$ cat src/addr_decode_defs.vh
// Constants for the flash partition address decoder
`ifndef ADDR_DECODE_DEFS_VH
`define ADDR_DECODE_DEFS_VH
`define SRAM_BASE 16'h0000
`define SRAM_TOP 16'h03FF
`define SRAM_RELOC_BASE 16'h8400
`define SRAM_RELOC_TOP 16'h87FF
`define DFLASH_BASE 16'h0400
`define SPACE_TOP 16'hFFFF
`define PART_CODE_DEFAULT 3'h7
`define PART_CODE_RESERVED 3'h0
`define LOCK_REGION_KB 6'h04
`define SFR_MIN 8'h80
`define SFR_MWS 8'h8F
`define SFR_HW_CONFIG_REG_ZERO 8'h91
`define SFR_HW_CONFIG_REG_ONE 8'h94
`define SFR_DIRECT 8'h95
`define HW_CONFIG_REG_ZERO_RESET 8'hFF
`define HW_CONFIG_REG_ONE_RESET 8'hFF
`define HW_CONFIG_REG_ZERO_PART_LSB 0
`define HW_CONFIG_REG_ZERO_LOCK_ALL 3
`define HW_CONFIG_REG_ZERO_LOCK_4K 4
`define HW_CONFIG_REG_ONE_EXT_LSB 0
`define MWS_WSEL 0
`define APB_MWS 12'h000
`define APB_HW_CONFIG_REG_ZERO 12'h004
`define APB_HW_CONFIG_REG_ONE 12'h008
`define APB_CTRL 12'h00C
`define APB_STATUS 12'h010
`endif

$ cat src/sfr_reg.v
// Byte register with write-qualify input used for special-function registers
`timescale 1ns/100ps
module sfr_reg #(
    parameter [7:0] RESET_VAL = 8'h00
) (
    input wire pclk,
    input wire presetn,
    input wire wr_en,
    input wire [7:0] wr_data,
    output reg [7:0] q_r
);
    always @(posedge pclk or negedge presetn)
    begin
        if (!presetn)
            q_r <= RESET_VAL;
        else if (wr_en)
            q_r <= wr_data;
    end
endmodule // sfr_reg

$ cat src/flash_partition_address_decoder.v
// Program/data address decoder with flash partition, write gating and APB registers
//
// Chosen here: the register addresses and the APB register port.
`timescale 1ns/100ps
`include "addr_decode_defs.vh"
//
// Contract
// - A read of an undefined SFR address returns zero. Here only reads at 95 hex and above raise sfr_rd_zero_r.
// - The 1kB SRAM sits in data space from address zero for data moves.
// - With relocation set the SRAM sits at 8400 hex for both fetches and data moves.
// - Program and data space are two independent 64kB spaces 0000 to FFFF.
// - Fetches and table reads use program space, data moves use data space.
// - With on-chip memory enabled, in-range addresses go internal, others to the ports.
// - A 3-bit partition code sets data flash 32..1kB for 001..110, none for 111, 000 reserved.
// - Data flash starts at 0400 hex directly above the SRAM.
// - Program flash shrinks from the top; higher fetches go external.
// - With zero program flash every fetch goes external. Here fetches in the relocated SRAM window still go to the SRAM.
// - Data moves may read and write flash in both partitions; writes need the write-select bit. Here data-move reads of program flash go external.
// - Fetches from the data flash partition are blocked.
// - Both partitions may be erased and written in user mode, subject to locks.
// - The two hardware configuration registers accept writes only in programming mode.
// - The lock option refuses user erase/write to a 4kB region or all program flash.
// - With program flash locked, data flash stays readable, writable and erasable.
module flash_partition_address_decoder (
    input wire pclk,
    input wire presetn,
    input wire [11:0] paddr,
    input wire psel,
    input wire penable,
    input wire pwrite,
    input wire [31:0] pwdata,
    output reg [31:0] prdata,
    output reg pready,
    output reg pslverr,
    input wire prog_mode_pin,
    input wire acc_valid,
    input wire [1:0] acc_type,
    input wire acc_write,
    input wire acc_erase,
    input wire [15:0] acc_addr,
    output reg sel_sram_r,
    output reg sel_flash_r,
    output reg sel_ext_r,
    output reg [15:0] flash_offset_r,
    output reg acc_denied_r,
    output reg ext_is_prog_r,
    output reg sfr_rd_zero_r
);
    // acc_type: 0 fetch, 1 table read, 2 data move, 3 SFR direct access
    localparam [1:0] T_FETCH = 2'h0;
    localparam [1:0] T_TABLE = 2'h1;
    localparam [1:0] T_DMOVE = 2'h2;
    localparam [1:0] T_SFR = 2'h3;
    parameter [5:0] FLASH_KB = 6'h20;

    reg prog_s1;
    reg prog_s2;
    reg reloc_r;
    reg mem_en_r;
    wire [7:0] mws_q;
    wire [7:0] hw_config_reg_zero_q;
    wire [7:0] hw_config_reg_one_q;
    wire apb_wr;
    wire apb_rd;
    wire hcr_allowed;
    wire [2:0] part_code;
    wire [5:0] dm_kb;
    wire [5:0] pm_kb;
    wire [16:0] pm_top_ex;
    wire [16:0] dm_top_ex;
    wire is_prog;
    wire in_reloc;
    wire in_sram_lo;
    wire in_pflash;
    wire in_dflash;
    wire in_lock;
    wire flash_hit;
    wire write_op;
    wire deny;

    // Data flash kilobytes for a code, capped by the part size
    function [5:0] dflash_kb;
        input [2:0] code;
        input [5:0] part_kb;
        reg [5:0] raw;
        begin
            raw = 6'h00;
            case (code)
                3'h1: raw = 6'h20;
                3'h2: raw = 6'h10;
                3'h3: raw = 6'h08;
                3'h4: raw = 6'h04;
                3'h5: raw = 6'h02;
                3'h6: raw = 6'h01;
                default: raw = 6'h00;
            endcase
            dflash_kb = (raw > part_kb) ? part_kb : raw;
        end
    endfunction

    // Pin is asynchronous to pclk
    always @(posedge pclk or negedge presetn)
    begin
        if (!presetn)
        begin
            prog_s1 <= 1'b0;
            prog_s2 <= 1'b0;
        end
        else
        begin
            prog_s1 <= prog_mode_pin;
            prog_s2 <= prog_s1;
        end
    end

    assign apb_wr = psel && penable && pwrite;
    assign apb_rd = psel && penable && !pwrite;
    assign hcr_allowed = prog_s2;

    sfr_reg #(.RESET_VAL(8'h00)) u_mws (
        .pclk(pclk),
        .presetn(presetn),
        .wr_en(apb_wr && paddr == `APB_MWS),
        .wr_data(pwdata[7:0]),
        .q_r(mws_q)
    );

    sfr_reg #(.RESET_VAL(`HW_CONFIG_REG_ZERO_RESET)) u_hw_config_reg_zero (
        .pclk(pclk),
        .presetn(presetn),
        .wr_en(apb_wr && paddr == `APB_HW_CONFIG_REG_ZERO && hcr_allowed),
        .wr_data(pwdata[7:0]),
        .q_r(hw_config_reg_zero_q)
    );

    sfr_reg #(.RESET_VAL(`HW_CONFIG_REG_ONE_RESET)) u_hw_config_reg_one (
        .pclk(pclk),
        .presetn(presetn),
        .wr_en(apb_wr && paddr == `APB_HW_CONFIG_REG_ONE && hcr_allowed),
        .wr_data(pwdata[7:0]),
        .q_r(hw_config_reg_one_q)
    );

    // Control: bit0 relocate SRAM, bit1 on-chip memory enable
    always @(posedge pclk or negedge presetn)
    begin
        if (!presetn)
        begin
            reloc_r <= 1'b0;
            mem_en_r <= 1'b1;
        end
        else if (apb_wr && paddr == `APB_CTRL)
        begin
            reloc_r <= pwdata[0];
            mem_en_r <= pwdata[1];
        end
    end

    // APB answers in the access cycle; unmapped reads zero, writes dropped
    always @(posedge pclk or negedge presetn)
    begin
        if (!presetn)
        begin
            prdata <= 32'h00000000;
            pready <= 1'b0;
            pslverr <= 1'b0;
        end
        else
        begin
            pready <= psel && !penable;
            pslverr <= 1'b0;
            if (psel && !penable && !pwrite)
            begin
                case (paddr)
                    `APB_MWS: prdata <= {24'h000000, mws_q};
                    `APB_HW_CONFIG_REG_ZERO: prdata <= {24'h000000, hw_config_reg_zero_q};
                    `APB_HW_CONFIG_REG_ONE: prdata <= {24'h000000, hw_config_reg_one_q};
                    `APB_CTRL: prdata <= {30'h00000000, mem_en_r, reloc_r};
                    `APB_STATUS: prdata <= {16'h0000, 2'h0, pm_kb, 5'h00, part_code};
                    default: prdata <= 32'h00000000;
                endcase
            end
        end
    end

    assign part_code = hw_config_reg_zero_q[`HW_CONFIG_REG_ZERO_PART_LSB +: 3];
    assign dm_kb = (part_code == `PART_CODE_RESERVED) ? 6'h00 : dflash_kb(part_code, FLASH_KB);
    assign pm_kb = FLASH_KB - dm_kb;
    assign pm_top_ex = {1'b0, pm_kb, 10'h000};
    assign dm_top_ex = {1'b0, dm_kb, 10'h000} + {1'b0, `DFLASH_BASE};

    assign is_prog = (acc_type == T_FETCH) || (acc_type == T_TABLE);
    assign in_reloc = reloc_r && acc_addr >= `SRAM_RELOC_BASE && acc_addr <= `SRAM_RELOC_TOP;
    assign in_sram_lo = !reloc_r && !is_prog && acc_addr <= `SRAM_TOP;
    assign in_pflash = is_prog && ({1'b0, acc_addr} < pm_top_ex);
    assign in_dflash = !is_prog && acc_addr >= `DFLASH_BASE
        && ({1'b0, acc_addr} < dm_top_ex);
    assign in_lock = hw_config_reg_zero_q[`HW_CONFIG_REG_ZERO_LOCK_ALL] == 1'b0
        || (hw_config_reg_zero_q[`HW_CONFIG_REG_ZERO_LOCK_4K] == 1'b0 && acc_addr[15:12] == 4'h0);
    assign flash_hit = mem_en_r && (in_pflash || in_dflash);
    assign write_op = acc_write || acc_erase;
    // Data move may also target program flash region via acc_addr below pm_top
    assign deny = acc_type == T_SFR ? 1'b0
        : (acc_type == T_DMOVE && write_op && !mws_q[`MWS_WSEL])
        || (acc_type == T_DMOVE && write_op && !in_dflash && in_lock
            && ({1'b0, acc_addr} < pm_top_ex))
        || (is_prog && write_op);

    always @(posedge pclk or negedge presetn)
    begin
        if (!presetn)
        begin
            sel_sram_r <= 1'b0;
            sel_flash_r <= 1'b0;
            sel_ext_r <= 1'b0;
            flash_offset_r <= 16'h0000;
            acc_denied_r <= 1'b0;
            ext_is_prog_r <= 1'b0;
            sfr_rd_zero_r <= 1'b0;
        end
        else
        begin
            sel_sram_r <= 1'b0;
            sel_flash_r <= 1'b0;
            sel_ext_r <= 1'b0;
            acc_denied_r <= 1'b0;
            ext_is_prog_r <= 1'b0;
            sfr_rd_zero_r <= 1'b0;
            if (acc_valid && acc_type == T_SFR)
            begin
                sfr_rd_zero_r <= !acc_write && acc_addr[7:0] >= `SFR_DIRECT;
            end
            else if (acc_valid)
            begin
                if (mem_en_r && (in_reloc || in_sram_lo))
                    sel_sram_r <= 1'b1;
                else if (flash_hit)
                begin
                    sel_flash_r <= !deny;
                    acc_denied_r <= deny;
                    flash_offset_r <= in_dflash
                        ? acc_addr - `DFLASH_BASE + pm_top_ex[15:0]
                        : acc_addr;
                end
                else if (!is_prog && write_op && ({1'b0, acc_addr} < pm_top_ex) && mem_en_r)
                begin
                    // Data move into program flash region
                    sel_flash_r <= !deny;
                    acc_denied_r <= deny;
                    flash_offset_r <= acc_addr;
                end
                else
                begin
                    sel_ext_r <= 1'b1;
                    ext_is_prog_r <= is_prog;
                end
            end
        end
    end
endmodule // flash_partition_address_decoder

$ cat config.mk
export PLATFORM = sky130hd
export DESIGN_NAME = flash_partition_address_decoder
export DESIGN_NICKNAME = d
export VERILOG_FILES = /design/src/sfr_reg.v /design/src/flash_partition_address_decoder.v
export VERILOG_INCLUDE_DIRS = /design/src
export SDC_FILE = /design/constraint.sdc
export NUM_CORES = 1
export LEC_CHECK = 0
export ABC_AREA = 1
export BUFFER_PORTS_ARGS = -buffer_cell sky130_fd_sc_hd__buf_2
export CAP_MARGIN = 20
export CORE_ASPECT_RATIO = 1.5
export CORE_MARGIN = 5
export CORE_UTILIZATION = 55
export CTS_CLUSTER_SIZE = 14
export DETAILED_ROUTE_END_ITERATION = 10
export HOLD_SLACK_MARGIN = 0.12
export PLACE_DENSITY = 0.87
export SETUP_SLACK_MARGIN = 0.05
export SYNTH_ARGS = -nofsm -noshare
export SYNTH_HDL_FRONTEND = slang
export SYNTH_HIERARCHICAL = 1
export SYNTH_SLANG_ARGS = --single-unit
$ cat constraint.sdc
create_clock -name pclk -period 7.7 [get_ports pclk]
set_input_delay 1.155 -clock pclk [delete_from_list [all_inputs] [get_ports pclk]]
set_output_delay 1.155 -clock pclk [all_outputs]
set_load 0.01 [all_outputs]
==> out/qor.log <==
qor: outcome.run_status complete, no violations
qor: setup_path.worst_setup_path_end_kind register
qor: setup_path.worst_setup_path_start_kind register
qor: timing.setup_viol 0
qor: detailed_routing.drt_pre_antenna_iters 6
qor: detailed_routing.post_dr_wirelength_cell 13.77 um
qor: power_and_ir_drop.power_density 161.2 mW/mm^2
qor: place.placedInstanceArea 0.004337 mm^2
qor: logic_synthesis.post_synth_main_area_contributors sky130_fd_sc_hd__dfrtp_1 (30%), sky130_fd_sc_hd__nand2_1 (19%), sky130_fd_sc_hd__dfstp_2 (11%)
qor: setup_path.reg2reg_depth 17
qor: floorplan.ioPinCount 127
qor: timing.grt_setup_unrepaired no
qor: floorplan.chipWidth 79.30 um
qor: detailed_routing.post-route-drc-count 0
qor: global_routing.gr_usage_total 0.2216
qor: logic_synthesis.synth.ff_latch_count 65
qor: power_and_ir_drop.power.share.sequential 0.475
qor: floorplan.die_y 113.9 um
qor: min_path.timing.hold.worst_path_depth 0
qor: floorplan.start_util 0.5554
qor: logic_synthesis.synth_top_area_frac 0.3032
qor: setup_path.path_class register to register
qor: power_and_ir_drop.leakage 2.652 nW
qor: floorplan.core_area 0.007132 mm^2
qor: power_and_ir_drop.clockPowerShare 0.414
qor: power_and_ir_drop.vdd_ir_drop_max 0.1657 mV
qor: logic_synthesis.post_synth_inst_count 530
qor: power_and_ir_drop.p_int 549.8 uW
qor: place.buffer_ports.inserted 83
qor: timing.slew_viol_final 0
qor: place.place_hpwl 7409 um
qor: clocking.worst_skew_pair.late_latency 0.35 ns
qor: logic_synthesis.synth_compound_area_frac 0.03506
qor: finish.area_growth_syn_to_layout 14.78%
qor: min_path.hold_class register to register
qor: setup_path.r2r-end flash_offset_r[15]$_DFFE_PN0P_
qor: clocking.clk_root_buffer_cell sky130_fd_sc_hd__clkbuf_8
qor: detailed_routing.wl 9625 um
qor: clocking.cts_resized 0
qor: logic_synthesis.synth_top_family_by_area simple AND/OR/NAND/NOR gates
qor: clocking.cts_tree built
qor: setup_path.worst_r2r_startpoint u_hw_config_reg_zero/q_r[2]$_DFFE_PN1P_
qor: clocking.path_clk_slew 0.07 ns
qor: timing.fin_crit_sh 0.4236
qor: setup_path.reg2reg_setup_slack 4.44 ns
qor: finish.antennaDiodeCount 0
qor: logic_synthesis.synth_seq_area_share 0.4160
qor: timing.timing_worst_slew_pin_value 0.8588 ns
qor: setup_path.cp_data_required_time 7.99 ns
qor: detailed_routing.final_antenna_net_count 0
qor: detailed_routing.viasPerCell 5.258
qor: power_and_ir_drop.combinational_power_share 0.111
qor: logic_synthesis.xor_xnor_portion_of_the_synthesized_cell_area 0.008844
qor: global_routing.antenna_found_initial 0
qor: power_and_ir_drop.switching_share 0.2497
qor: job.timing.max_cap.violations 0
qor: clocking.cts.sink_count 65
qor: finish.fin_util 0.6375
qor: global_routing.globalRouteOverflowTotal 0
qor: logic_synthesis.synth-warning-count 6
qor: clocking.cts_hold_repair.buffers 0
qor: timing.hold_violations 0
qor: floorplan.rows 38
qor: detailed_routing.dr_total_vias 3,675
qor: finish.nFillCells 640
qor: logic_synthesis.yosys-mux-area-fraction 0
qor: global_routing.first_global_vias 3,591
qor: finish.post_route_cells_drive_above_1_share 0.2100
qor: global_routing.grt_max_degree 66
qor: timing.max_freq 306.6 MHz
qor: clocking.postCtsSetupBuffers 0
qor: timing.slew_headroom 0.4254
qor: clocking.h-tree-depth 3
qor: finish.final_net_count 707
qor: clocking.cts_inserted_buffers 9
qor: power_and_ir_drop.final_total_pwr 732.9 uW
qor: min_path.hold_path.startpoint prog_s1$_DFF_PN0_
qor: timing.final.min_clock_period 3.261 ns
qor: logic_synthesis.synth_area 0.003961 mm^2
qor: setup_path.crit_arrival 3.55 ns
qor: logic_synthesis.ys_types 33
qor: clocking.cts.path.max_buffers 2
qor: logic_synthesis.synth_fa_ha_area_frac 0.07138
qor: timing.tns 0 ns
qor: min_path.hold-path-endpoint hcr_allowed$_DFF_PN0_
qor: place.gp_routability_congestion 0.8962
qor: power_and_ir_drop.psw 183.0 uW
qor: logic_synthesis.syn_area_per_cell 7.474 um^2
qor: logic_synthesis.netlist.top_cell.by_area sky130_fd_sc_hd__dfrtp_1
qor: detailed_routing.drt-initial-drc-count 175
qor: global_routing.grt_first_pass_wirelength 15,790 um
qor: setup_path.worst-path-max-fanout 5
qor: logic_synthesis.synth_simple_gate_area_frac 0.3538
qor: floorplan.die-area 0.009035 mm^2
qor: finish.design_area 0.004547 mm^2
qor: timing.finalClockSkew 0.01262 ns
==> final cells by class <==
class | instances | area [um^2] | share of cell area
Clock buffer | 14 | 172.7 | 0.03797
Sequential cell | 65 | 1648 | 0.3624
Timing Repair Buffer | 85 | 430.4 | 0.09466
Multi-Input combinational cell | 392 | 1929 | 0.4243
Inverter | 61 | 229.0 | 0.05036
Clock inverter | 2 | 37.54 | 0.008255
Tap cell | 80 | 100.1 | 0.02201
==> stage by stage <==
| step | instances | hold slack [ns] | worst slack (ns) |
|---|---|---|---|
| finish | 699 | 0.3530 | 4.439 |
| global route | 699 | 0.3674 | 4.187 |
| CTS | 699 | 0.3550 | 4.455 |
| detailed placement | 683 | 0.3413 | 4.468 |
| global placement | 683 | 0.3359 | 4.566 |
| floorplan | 548 | 0.3312 | 4.903 |
==> state kept, by name, indices dropped and copies added (netlist names), 8 cells and up <==
| register | flops |
|---|---|
| flash_offset_r | 16 |
| prdata | 14 |
| u_hw_config_reg_one/q_r | 8 |
| u_hw_config_reg_zero/q_r | 8 |
| u_mws/q_r | 8 |
==> worst max path at each step <==
stage | cells after the start | start | end
floorplan | 17 | u_hw_config_reg_zero/q_r[2]$_DFFE_PN1P_ | flash_offset_r[15]$_DFFE_PN0P_
global placement | 17 | u_hw_config_reg_zero/q_r[2]$_DFFE_PN1P_ | flash_offset_r[15]$_DFFE_PN0P_
detailed placement | 15 | acc_addr[11] | flash_offset_r[15]$_DFFE_PN0P_
CTS | 17 | u_hw_config_reg_zero/q_r[2]$_DFFE_PN1P_ | flash_offset_r[15]$_DFFE_PN0P_
global route | 17 | u_hw_config_reg_zero/q_r[2]$_DFFE_PN1P_ | flash_offset_r[11]$_DFFE_PN0P_
finish | 17 | u_hw_config_reg_zero/q_r[2]$_DFFE_PN1P_ | flash_offset_r[15]$_DFFE_PN0P_
==> logic make-up after synthesis <==
group,after synthesis
AO/OA/AOI/OAI,24
XOR/XNOR,4
adder cells (fa/ha/maj),22
buffers and inverters,91
flip-flops,65
other,1
AND/OR/NAND/NOR,323
==> cell usage after synthesis <==
| cell type | count |
|---|---|
| sky130_fd_sc_hd__a21oi_1 | 7 |
| sky130_fd_sc_hd__a21oi_2 | 2 |
| sky130_fd_sc_hd__a32oi_1 | 1 |
| sky130_fd_sc_hd__and3_1 | 3 |
| sky130_fd_sc_hd__buf_2 | 4 |
| sky130_fd_sc_hd__buf_4 | 20 |
| sky130_fd_sc_hd__buf_6 | 4 |
| sky130_fd_sc_hd__clkbuf_1 | 2 |
| sky130_fd_sc_hd__conb_1 | 1 |
| sky130_fd_sc_hd__dfrtp_1 | 48 |
| sky130_fd_sc_hd__dfstp_2 | 17 |
| sky130_fd_sc_hd__fa_1 | 1 |
| sky130_fd_sc_hd__ha_1 | 21 |
| sky130_fd_sc_hd__inv_1 | 57 |
| sky130_fd_sc_hd__inv_2 | 4 |
| sky130_fd_sc_hd__nand2_1 | 196 |
| sky130_fd_sc_hd__nand2_4 | 1 |
| sky130_fd_sc_hd__nand3_1 | 61 |
| sky130_fd_sc_hd__nand3_2 | 1 |
| sky130_fd_sc_hd__nand3_4 | 2 |
| sky130_fd_sc_hd__nand3b_1 | 1 |
| sky130_fd_sc_hd__nand4_1 | 14 |
| sky130_fd_sc_hd__nor2_1 | 35 |
| sky130_fd_sc_hd__nor2_2 | 2 |
| sky130_fd_sc_hd__nor2_4 | 1 |
| sky130_fd_sc_hd__nor3_1 | 5 |
| sky130_fd_sc_hd__nor3_2 | 1 |
| sky130_fd_sc_hd__o21a_1 | 1 |
| sky130_fd_sc_hd__o21ai_0 | 11 |
| sky130_fd_sc_hd__o21bai_1 | 1 |
| sky130_fd_sc_hd__o31ai_1 | 1 |
| sky130_fd_sc_hd__xnor2_1 | 3 |
| sky130_fd_sc_hd__xor2_1 | 1 |
==> critical path, stage by stage (launching register included) <==
cell,delay (ns)
sky130_fd_sc_hd__dfstp_2,0.57
sky130_fd_sc_hd__inv_1,0.08
sky130_fd_sc_hd__nor2_1,0.17
sky130_fd_sc_hd__inv_1,0.08
sky130_fd_sc_hd__nor2_1,0.13
sky130_fd_sc_hd__inv_1,0.06
sky130_fd_sc_hd__ha_1,0.23
sky130_fd_sc_hd__xnor2_1,0.32
sky130_fd_sc_hd__ha_1,0.34
sky130_fd_sc_hd__fa_1,0.46
sky130_fd_sc_hd__nand3b_1,0.20
sky130_fd_sc_hd__nand2_1,0.08
sky130_fd_sc_hd__nand2_1,0.06
sky130_fd_sc_hd__nand2_1,0.08
sky130_fd_sc_hd__nand3_1,0.08
sky130_fd_sc_hd__nand2_1,0.10
sky130_fd_sc_hd__nand3_1,0.07
sky130_fd_sc_hd__nand2_1,0.09
==> layer usage <==
layer  vias to the layer above  track usage  share of wire
met5                         -            0              0
met4                         0       0.1147          0.049
met3                        43      0.05055          0.054
met2                       138       0.4049           0.52
met1                      1688       0.2325           0.37
li1                       1806            -              -
==> power by group through the flow <==
stage	logic (mW)	registers [mW]	clock network, mW
floorplan	0.0474	0.357	0
global placement	0.0781	0.354	0
detailed placement	0.0807	0.355	0
CTS	0.0812	0.348	0.308
global route	0.0914	0.349	0.328
finish	0.0813	0.348	0.303
==> layout by cell type (no fill, tap or decap), types with 2 or more instances in the layout <==
master,n
sky130_fd_sc_hd__nand2_1,196
sky130_fd_sc_hd__buf_2,83
sky130_fd_sc_hd__nand3_1,61
sky130_fd_sc_hd__inv_1,57
sky130_fd_sc_hd__dfrtp_1,48
sky130_fd_sc_hd__nor2_1,35
sky130_fd_sc_hd__ha_1,21
sky130_fd_sc_hd__conb_1,19
sky130_fd_sc_hd__dfstp_2,17
sky130_fd_sc_hd__nand4_1,14
sky130_fd_sc_hd__clkbuf_8,12
sky130_fd_sc_hd__o21ai_0,11
sky130_fd_sc_hd__a21oi_1,7
sky130_fd_sc_hd__nor3_1,5
sky130_fd_sc_hd__inv_2,4
sky130_fd_sc_hd__xnor2_1,3
sky130_fd_sc_hd__and3_1,3
sky130_fd_sc_hd__nor2_2,2
sky130_fd_sc_hd__nand3_4,2
sky130_fd_sc_hd__a21oi_2,2
sky130_fd_sc_hd__clkbuf_1,2
sky130_fd_sc_hd__buf_4,2
Note: power is estimated with default switching activity, not from simulation.
